## src/rtl/spbsc_defs.svh

```systemverilog
`ifndef SPBSC_DEFS_SVH
`define SPBSC_DEFS_SVH
// ------------------------------------------------------------
// constants
// ------------------------------------------------------------
`define SPBSC_WAKE_CYCLES   2
`define SPBSC_ADDR_W        18
`define SPBSC_LANE_W        9
`endif

```

## src/rtl/spbsc_pkg.sv

```systemverilog
package spbsc_pkg;
   typedef enum logic [1:0] {SPBSC_IDLE, SPBSC_READ, SPBSC_WRITE} spbsc_op_e;
endpackage

```

## src/rtl/spbsc_burst_if.sv

```systemverilog
`timescale 1ns/10ps
// burst counter carrier
interface spbsc_burst_if;
   logic       load;
   logic       step;
   logic [1:0] start;
   logic       order;
   logic [1:0] low_addr;
   modport ctrl (output load, output step, output start, output order, input low_addr);
   modport cnt  (input load, input step, input start, input order, output low_addr);
endinterface

```

## src/rtl/spbsc_ctrl.sv

```systemverilog
`timescale 1ns/10ps
`include "spbsc_defs.svh"
module spbsc_ctrl #(
   parameter int ADDR_W = `SPBSC_ADDR_W,
   parameter int LANE_W = `SPBSC_LANE_W
) (
   input  wire logic                  core_clk,
   input  wire logic                  arst_n,
   input  wire logic [ADDR_W-1:0]     word_address,
   input  wire logic                  processor_addr_strobe_n,
   input  wire logic                  controller_addr_strobe_n,
   input  wire logic                  burst_advance_n,
   input  wire logic                  primary_select_n,
   input  wire logic                  second_select,
   input  wire logic                  third_select_n,
   input  wire logic                  global_write_n,
   input  wire logic                  byte_write_gate_n,
   input  wire logic                  lane_a_write_n,
   input  wire logic                  lane_b_write_n,
   input  wire logic                  output_enable_n,
   input  wire logic                  burst_order_select,
   input  wire logic                  sleep_request,
   input  wire logic [2*LANE_W-1:0]   data_in,
   output logic      [2*LANE_W-1:0]   data_out,
   output logic                       data_oe_n,
   output logic      [ADDR_W-1:0]     array_address,
   output logic      [1:0]            array_lane_write,
   output logic      [2*LANE_W-1:0]   array_wdata,
   input  wire logic [2*LANE_W-1:0]   array_rdata,
   output logic                       awake
);
   // ------------------------------------------------------------
   // cycle walk
   // ------------------------------------------------------------
   // edge 0: strobes, selects and external address are taken
   // edge 0: array address and lane strobes also load their flops
   // edge 1: array word lands in the output stage register
   // edge 2: word moves to the output buffer, drive enable follows on the same edge
   // output enable and sleep are taken as levels and registered, so
   // they act one edge late; the trade buys flop-driven outputs
   // a wait state keeps the current word in flight, so the host sees
   // the same word again for every suspended cycle
   // a deselect only idles the state; the counter keeps its place,
   // which is harmless since every start reloads it

   // ------------------------------------------------------------
   // reset release
   // ------------------------------------------------------------
   logic rst_s1_r;
   logic rst_n_r;
   always_ff @(posedge core_clk or negedge arst_n) begin
      if (!arst_n) begin
         rst_s1_r <= 1'b0;
         rst_n_r  <= 1'b0;
      end else begin
         rst_s1_r <= 1'b1;
         rst_n_r  <= rst_s1_r;
      end
   end

   // ------------------------------------------------------------
   // sleep and wake-up
   // ------------------------------------------------------------
   // sleep is taken as a level each cycle; wake count holds off access
   logic [1:0] wake_cnt_r;
   logic [1:0] wake_cnt_nxt;
   logic       active;
   assign active       = !sleep_request && (wake_cnt_r == 2'h0);
   assign wake_cnt_nxt = sleep_request ? 2'(`SPBSC_WAKE_CYCLES)
                       : (wake_cnt_r != 2'h0) ? 2'(wake_cnt_r - 2'h1) : 2'h0;
   always_ff @(posedge core_clk or negedge rst_n_r) begin
      if (!rst_n_r) wake_cnt_r <= 2'h0;
      else          wake_cnt_r <= wake_cnt_nxt;
   end

   // ------------------------------------------------------------
   // strobe and select decode
   // ------------------------------------------------------------
   logic sel_ok;
   logic p_start;
   logic c_start;
   logic desel;
   logic cont;
   logic lanes_any_n;
   logic wr_decode;
   logic [1:0] lane_wr;
   assign sel_ok  = !primary_select_n && second_select && !third_select_n;
   // primary high masks processor strobe for address pipelining
   assign p_start = !primary_select_n && !processor_addr_strobe_n && sel_ok;
   assign c_start = processor_addr_strobe_n && !controller_addr_strobe_n
                  && sel_ok;
   assign desel   = (primary_select_n && !controller_addr_strobe_n)
                  || (!primary_select_n && !sel_ok
                      && (!processor_addr_strobe_n || !controller_addr_strobe_n));
   assign cont    = controller_addr_strobe_n
                  && (processor_addr_strobe_n || primary_select_n);
   // write decode: global wins, else gate with lanes
   assign lane_wr = !global_write_n ? 2'h3
                  : (!byte_write_gate_n ? {!lane_b_write_n, !lane_a_write_n}
                                        : 2'h0);
   assign wr_decode   = |lane_wr;
   // lanes are ignored on processor strobe edges
   assign lanes_any_n = p_start || !wr_decode;

   // ------------------------------------------------------------
   // burst counter
   // ------------------------------------------------------------
   spbsc_burst_if bif ();
   logic [ADDR_W-1:0] base_addr_r;
   spbsc_pkg::spbsc_op_e op_r;
   spbsc_pkg::spbsc_op_e op_nxt;
   logic step_go;
   // advance ignored on the edge that starts a cycle
   assign step_go   = active && cont && !burst_advance_n && (op_r != spbsc_pkg::SPBSC_IDLE);
   assign bif.load  = active && (p_start || c_start);
   assign bif.step  = step_go;
   assign bif.start = word_address[1:0];
   assign bif.order = burst_order_select;
   spbsc_burst_cnt u_cnt (
      .clk   (core_clk),
      .rst_n (rst_n_r),
      .bus   (bif.cnt)
   );

   // ------------------------------------------------------------
   // operation state
   // ------------------------------------------------------------
   always_comb begin
      op_nxt = op_r;
      if (!active) begin
         op_nxt = op_r;
      end else if (p_start) begin
         op_nxt = spbsc_pkg::SPBSC_READ;
      end else if (c_start) begin
         op_nxt = wr_decode ? spbsc_pkg::SPBSC_WRITE : spbsc_pkg::SPBSC_READ;
      end else if (desel) begin
         op_nxt = spbsc_pkg::SPBSC_IDLE;
      end else if (cont && op_r != spbsc_pkg::SPBSC_IDLE) begin
         op_nxt = wr_decode ? spbsc_pkg::SPBSC_WRITE : spbsc_pkg::SPBSC_READ;
      end
   end
   always_ff @(posedge core_clk or negedge rst_n_r) begin
      if (!rst_n_r) begin
         op_r        <= spbsc_pkg::SPBSC_IDLE;
         base_addr_r <= '0;
      end else begin
         op_r <= op_nxt;
         if (bif.load) base_addr_r <= word_address;
      end
   end

   // ------------------------------------------------------------
   // array access
   // ------------------------------------------------------------
   // address used this cycle: new external on a start, else counter
   logic [ADDR_W-1:0] cur_addr;
   logic              wr_now;
   logic [1:0]        lw_nxt;
   assign cur_addr = {base_addr_r[ADDR_W-1:2], bif.low_addr};
   assign wr_now   = active && !desel && !p_start && wr_decode
                   && (c_start || (cont && op_r != spbsc_pkg::SPBSC_IDLE));
   assign lw_nxt   = wr_now ? lane_wr : 2'h0;
   always_ff @(posedge core_clk or negedge rst_n_r) begin
      if (!rst_n_r) begin
         array_address    <= '0;
         array_lane_write <= 2'h0;
         array_wdata      <= '0;
      end else begin
         array_address    <= bif.load ? word_address : cur_addr;
         array_lane_write <= lw_nxt;
         if (wr_now) array_wdata <= data_in;
      end
   end

   // ------------------------------------------------------------
   // two-stage read pipe and output drive
   // ------------------------------------------------------------
   logic [2*LANE_W-1:0] rd_stage_r;
   logic                rd_v1_r;
   logic                rd_v2_r;
   logic                rd_now;
   logic                lanes_low_r;
   assign rd_now = active && !desel && lanes_any_n
                 && (bif.load || (op_r != spbsc_pkg::SPBSC_IDLE && cont));
   always_ff @(posedge core_clk or negedge rst_n_r) begin
      if (!rst_n_r) begin
         rd_stage_r  <= '0;
         rd_v1_r     <= 1'b0;
         rd_v2_r     <= 1'b0;
         data_out    <= '0;
         lanes_low_r <= 1'b0;
         awake       <= 1'b0;
      end else begin
         rd_v1_r     <= rd_now;
         rd_stage_r  <= array_rdata;
         rd_v2_r     <= rd_v1_r;
         data_out    <= rd_stage_r;
         lanes_low_r <= !lanes_any_n;
         awake       <= active;
      end
   end
   // drive only while the buffer holds a read word; lanes low force off
   logic drive_ok;
   assign drive_ok = rd_v2_r && lanes_any_n && !lanes_low_r
                   && !sleep_request && !output_enable_n;
   // enable is registered, so async inputs act one edge late here
   always_ff @(posedge core_clk or negedge rst_n_r) begin
      if (!rst_n_r) data_oe_n <= 1'b1;
      else          data_oe_n <= !drive_ok;
   end
endmodule

```

## src/rtl/spbsc_burst_cnt.sv

```systemverilog
`timescale 1ns/10ps
// ------------------------------------------------------------
// two-bit burst address counter
// ------------------------------------------------------------
module spbsc_burst_cnt (
   input  wire logic   clk,
   input  wire logic   rst_n,
   spbsc_burst_if.cnt  bus
);
   logic [1:0] start_r;
   logic [1:0] count_r;
   logic [1:0] count_eff;
   // a step shows the next word on the same edge, so that the first
   // continue edge never repeats the start word
   assign count_eff = bus.step ? 2'(count_r + 2'h1) : count_r;
   // linear adds, interleaved xors
   assign bus.low_addr = bus.order ? (start_r ^ count_eff)
                                   : 2'(start_r + count_eff);
   // counter wraps by natural overflow after four
   always_ff @(posedge clk or negedge rst_n) begin
      if (!rst_n) begin
         start_r <= 2'h0;
         count_r <= 2'h0;
      end else if (bus.load) begin
         start_r <= bus.start;
         count_r <= 2'h0;
      end else if (bus.step) begin
         count_r <= 2'(count_r + 2'h1);
      end
   end
endmodule

```

## config.mk

```make
export PLATFORM = sky130hd
export DESIGN_NAME = spbsc_ctrl
export DESIGN_NICKNAME = d
export VERILOG_FILES = /design/src/rtl/spbsc_pkg.sv /design/src/rtl/spbsc_burst_if.sv /design/src/rtl/spbsc_ctrl.sv /design/src/rtl/spbsc_burst_cnt.sv
export VERILOG_INCLUDE_DIRS = /design/src /design/src/rtl
export SDC_FILE = /design/constraint.sdc
export NUM_CORES = 1
export LEC_CHECK = 0
export BUFFER_PORTS_ARGS = -buffer_cell sky130_fd_sc_hd__buf_2
export CAP_MARGIN = 10
export CORE_MARGIN = 2
export CORE_UTILIZATION = 48
export DETAILED_ROUTE_END_ITERATION = 8
export PLACE_DENSITY = 0.89
export SYNTH_ARGS = -nofsm -noshare
export SYNTH_HDL_FRONTEND = slang
export SYNTH_SLANG_ARGS = --single-unit
```

## constraint.sdc

```tcl
create_clock -name core_clk -period 3.9 [get_ports core_clk]
set_input_delay 0.78 -clock core_clk [delete_from_list [all_inputs] [get_ports core_clk]]
set_output_delay 0.78 -clock core_clk [all_outputs]
set_load 0.02 [all_outputs]
```

After elaboration in Yosys (flattened, before gate mapping)
Cells that the tools add are included.
Storage, ports and cells
  register bits: 107
  bits in latches: 0
  bits in writable memories: 0
  memory bits (read-only): 0
  input port bits: 69
  output and inout port bits: 58
  word-level logic and storage cells: 90
  memories kept: 0
Cells by class
  $add $sub $neg: 3
  multiply operators: 0
  divide/modulo/power cells: 0
  order comparisons: 0
  eq/ne operators: 0
  shift-type cells: 0
  multiplexer cells: 14
  bitwise operators: 1
  reductions and logical operators: 55
Operators with widths (number)
  1-bit logical AND: 26
  2-bit 2-to-1 mux: 13
  18-bit 2-to-1 mux: 1
  1-bit zero test: 16
  1-bit logical OR: 7
  2-bit nonzero test: 2
  4-bit nonzero test: 1
  2-bit by 1-bit adder with 2-bit output, second input constant: 1
  2-bit adder: 1
  2-bit zero test: 1
  2-bit AND reduction: 1
  2-bit OR reduction: 1
  2-bit by 1-bit subtractor with 2-bit output, second input constant: 1
  2-bit XOR: 1

Depth between registers and ports, before layout
  word-level depth: 13
  gate-level depth with buffers: 8
  gate-level depth less buffers: 8

By module
From an unflattened synthesis, not the netlist that was laid out.
Second synthesis, totals
  cell total of the unflattened synthesis: 185
  area, all modules: 3354.5 um2
By module, submodules not included
  spbsc_ctrl: times used 1, cells each 169, area each 3141.8 um2, seq. area each 2528.7 um2
  spbsc_burst_cnt: times used 1, cells each 16, area each 212.7 um2, seq. area each 100.1 um2

Least setup slack after synthesis
Ideal clock, no wire load.
  kind: in2reg
  start: input sleep_request
  end: register array_address[1]
  library setup time: 127 ps
  arrival: 2234 ps
  required time: 3773 ps
  setup slack: 1539 ps
  stages on the path: 8
  path buffers: 0
  path through: or3_4 > nor3b_1 > xor2_1 > ha_1 > nor2b_1 > xnor3_1 > xnor2_1 > a21oi_1
Between the ends
  longest elaborated chain between the ends: 9
  elaborated cells between the ends (all ways): 11
  classes of those cells: 1 x add/sub; 3 x mux; 1 x bitwise; 6 x reduce/logical
Ends and longest elaborated chain
  start: declaration: RTL line spbsc_ctrl.sv:22  | input wire logic sleep_request,
  1-bit zero test (*): RTL line spbsc_ctrl.sv:68  | assign active = !sleep_request && (wake_cnt_r == 2'h0);
  1-bit logical AND (*): RTL line spbsc_ctrl.sv:68
  1-bit logical AND (3 in a row): RTL line spbsc_ctrl.sv:114  | assign step_go = active && cont && !burst_advance_n && (op_r != spbsc_pkg::SPBSC_IDLE);
  2-bit 2-to-1 mux: RTL line spbsc_burst_cnt.sv:15  | assign count_eff = bus.step ? 2'(count_r + 2'h1) : count_r;
  2-bit adder / 2-bit XOR (equally long branches): RTL line spbsc_burst_cnt.sv:18, spbsc_burst_cnt.sv:17
  2-bit 2-to-1 mux: RTL line spbsc_burst_cnt.sv:17  | assign bus.low_addr = bus.order ? (start_r ^ count_eff)
  18-bit 2-to-1 mux (*): RTL line spbsc_ctrl.sv:169  | array_address <= bif.load ? word_address : cur_addr;
  end signal: assignment: RTL line spbsc_ctrl.sv:169
  end: declaration: RTL line spbsc_ctrl.sv:26  | output logic [ADDR_W-1:0] array_address,
Mark *: on every way between the ends. The rest lies on a longest branch, timed or not.
A chain may end at the register's enable or synchronous reset.

Final worst setup path
  start: input primary_select_n
  end: register array_wdata[0]
Between the ends
  longest elaborated chain between the ends: 12
  elaborated cells between the ends (all ways): 21
  classes of those cells: 21 x reduce/logical
Ends and longest elaborated chain
  start: declaration: RTL line spbsc_ctrl.sv:13  | input wire logic primary_select_n,
  1-bit zero test: RTL line spbsc_ctrl.sv:87, spbsc_ctrl.sv:89, spbsc_ctrl.sv:93
  1-bit logical AND (2 in a row): RTL line spbsc_ctrl.sv:87  | assign sel_ok = !primary_select_n && second_select && !third_select_n;
  1-bit zero test: RTL line spbsc_ctrl.sv:93  | || (!primary_select_n && !sel_ok
  1-bit logical AND: RTL line spbsc_ctrl.sv:93
  1-bit logical AND: RTL line spbsc_ctrl.sv:94  | && (!processor_addr_strobe_n || !controller_addr_strobe_n));
  1-bit logical OR: RTL line spbsc_ctrl.sv:93
  1-bit zero test: RTL line spbsc_ctrl.sv:160  | assign wr_now = active && !desel && !p_start && wr_decode
  1-bit logical AND (3 in a row): RTL line spbsc_ctrl.sv:160
  1-bit logical AND (*): RTL line spbsc_ctrl.sv:161  | && (c_start || (cont && op_r != spbsc_pkg::SPBSC_IDLE));
  end signal: assignment: RTL line spbsc_ctrl.sv:171  | if (wr_now) array_wdata <= data_in;
  end: declaration: RTL line spbsc_ctrl.sv:28  | output logic [2*LANE_W-1:0] array_wdata,
Marks and branches as above.

==> key figures <==
Floorplan
  – Die Span Y: 88.8 microns
  – I/O pin cnt: 127
  – CORE AREA: 6870 sq um
  – Die X: 88.8 microns
  – DIE AREA: 7880 sq um
  – Row cnt: 30
  – Starting density of the core: 50.2%

Worst setup path
  – Critical path endpoint category: flip-flop
  – WP data required: 4.14 ns
  – Delay-heaviest family, CP: compound AO/OA/AOI/OAI gates
  – Crit path buffers/inverters: 2
  – Arr. time, crit path: 2.54 ns
  – Startpoint types: primary input
  – Crit path cell chain: buf_2, o221a_2, o211ai_2, buf_4, mux2_2
  – Worst setup path class: primary input to flip-flop
  – CP max stage cell: o211ai_2
  – Worst path max stage delay: 0.60 ns
  – Peak fanout along the critical path: 11

STA
  – Worst-margin pin slew: 0.861 ns
  – Fmax: 435 MHz
  – Slew margin rel.: 42.6%
  – Fin crit period: 2.30 ns
  – Final Max Slew Viols: 0
  – Final setup fails: 0
  – Sum Neg Setup Slack: 0 ns
  – Clk_skew: 0.0103 ns
  – RSZ-0062 raised after global routing: false
  – Final hold viol count: 0
  – Fin crit share: 59.0%

CTS
  – CTS H-tree depth: 3
  – Post-CTS Setup Bufs: 0
  – TritonCTS Buffers: 9
  – Post-CTS sizing: 0
  – Clk Latency, worst-skew pair: 0.35 ns
  – CTS tree: yes
  – Clock buffer depth: 2
  – Clock Tree Root: clkbuf_8
  – Clock slew at reported path FFs: 0.09 ns
  – CTS sink count: 105
  – Hold buffers post-CTS: 0

Global routing
  – GR Overflow Total: 0
  – Initial antenna violation count: 1
  – Vias in the first global route: 1953
  – First-pass GRT wire length: 8.92 mm
  – Largest net degree at the start of global routing: 71
  – Global Route Usage Sum: 15.6%

Hold path
  – Hold Crit Class: primary input to asynchronous set/reset pin

Synth
  – Post-synth ARST share: 100%
  – Syn Nets: 255
  – Share of the synthesized area in the top cell type: 75.4%
  – Area of the mapped netlist: 3450 sq um
  – Post-synth EDFFs: 0
  – Prevailing post-synth register cell: dfrtp_1
  – Sequential-to-total area share from yosys stat: 76.2%
  – Top cells by area, synth: dfrtp_1, mux2_4, mux2_2, nor3b_1, dfstp_2
  – Syn_area_per_cell: 18.6 sq um
  – Cell variety after synth: 32
  – Ys Warns: 0
  – Post-synth top area cell: dfrtp_1
  – FF+latch count, synth: 105
  – Syn Inst Count: 185

Layout
  – Layout area overhead: 27.9%
  – Proportion of layout cells with a drive suffix above 1: 58.6%
  – Most frequent cells in the layout: buf_2, dfrtp_1, mux2_2
  – Final core utilization: 64.2%
  – Layout net count: 390
  – Multi-input logic area: 785 sq um
  – Antenna diode count: 0
  – Design Area, Final: 4410 sq um
  – Filler cell count: 532
  – Non-filler cells, final: 420
  – Reg area: 2630 sq um
  – Most common cell after layout, fill and taps aside: buf_2

Pwr
  – Cell Pwr Density: 520 nW/um^2
  – Leak: 2.38 nW
  – Total Power: 2.29 mW
  – Worst VDD drop: 371 uV

Placement
  – Post-placement cell area: 4190 sq um
  – Port bufs: 126
  – Detailed Place HPWL: 4.37 mm
  – GP Congestion: 0.779
  – Placed insts: 405

Status
  – Status: complete, no violations

Drt
  – Highest metal used: met5
  – Routed len/inst: 14.2 microns
  – Total routed wirelength: 5.95 mm
  – Met3 wire len: 487 microns
  – Remaining DRCs: 0
  – TritonRoute pass-1 iters: 4
  – Metal-1 WL: 2.31 mm
  – DR vias/cell: 4.60
  – Detail Route Antenna Nets: 0
  – Detailed-route via count: 1934
  – DR WL met2: 3.05 mm
  – Starting DRT DRC Count: 63

Job
  – MaxCap Viol Count: 0
## through the flow
stage	hold slack, ns	setup slack (ns)
floorplan	0.331	0.760
CTS	0.179	1.60
global placement	0.331	1.28
finish	0.197	1.60
detailed placement	0.335	1.23
global route	0.170	1.45
## report_power, final
part	leakage [nW]	internal (mW)	total, mW	switching [mW]
sequential	1.32	1.21	1.26	0.0501
combinational	0.947	0.137	0.307	0.170
clock	0.114	0.383	0.726	0.343
## flip-flops by register name (all words and copies together), names as in the netlist, 2 cells and up
register          cells
wake_cnt_r            2
rd_stage_r           18
base_addr_r          17
op_r                  2
data_out             18
u_cnt.count_r         2
array_wdata          18
array_address        18
array_lane_write      2
## path summary, 6_finish.rpt
check	startpoint	end	depth (start not counted)	slack (ns)
worst max-delay path	primary_select_n	array_wdata[0]	5	1.60
worst min-delay path	arst_n	rst_s1_r	1	0.20
worst max register to register	wake_cnt_r[0]	array_address[1]	8	1.70
worst min register to register	rd_stage_r[12]	data_out[12]	0	0.35
max in group asynchronous	rst_n_r	array_wdata[14]	1	2.51
min in group core_clk	rd_stage_r[12]	data_out[12]	0	0.35
## logic make-up after synthesis
family / after synthesis / share of synthesized area (%)
compound gates: 12 / 2.90
other cells: 1 / 0.109
xor+xnor: 4 / 1.41
flops: 105 / 76.2
buf+inv: 5 / 1.05
fa+ha+maj: 1 / 0.363
simple gates: 20 / 4.03
mux: 37 / 13.9
## Yosys cell counts (all sizes together), types with 2 or more instances
cell,number
dfrtp,104
mux2,37
nor3b,5
buf,4
a21o,3
a21oi,3
nand2,3
nor2,3
and2,2
o21a,2
xnor2,2
## layout make-up
class                      count  area share, %
tap                           96           2.72
clock buffer                  10           3.12
timing repair buffer         128           14.6
inverter                       1         0.0851
sequential                   105           59.7
clock inverter                 5           1.96
multi-input combinational     75           17.8
## layer usage
layer | vias up | GRT usage, %
li1 | 893 | -
met1 | 954 | 18.4
met2 | 75 | 25.2
met3 | 10 | 5.97
met4 | 2 | 7.44
met5 | - | 0
(Power assumes the default switching activity.)
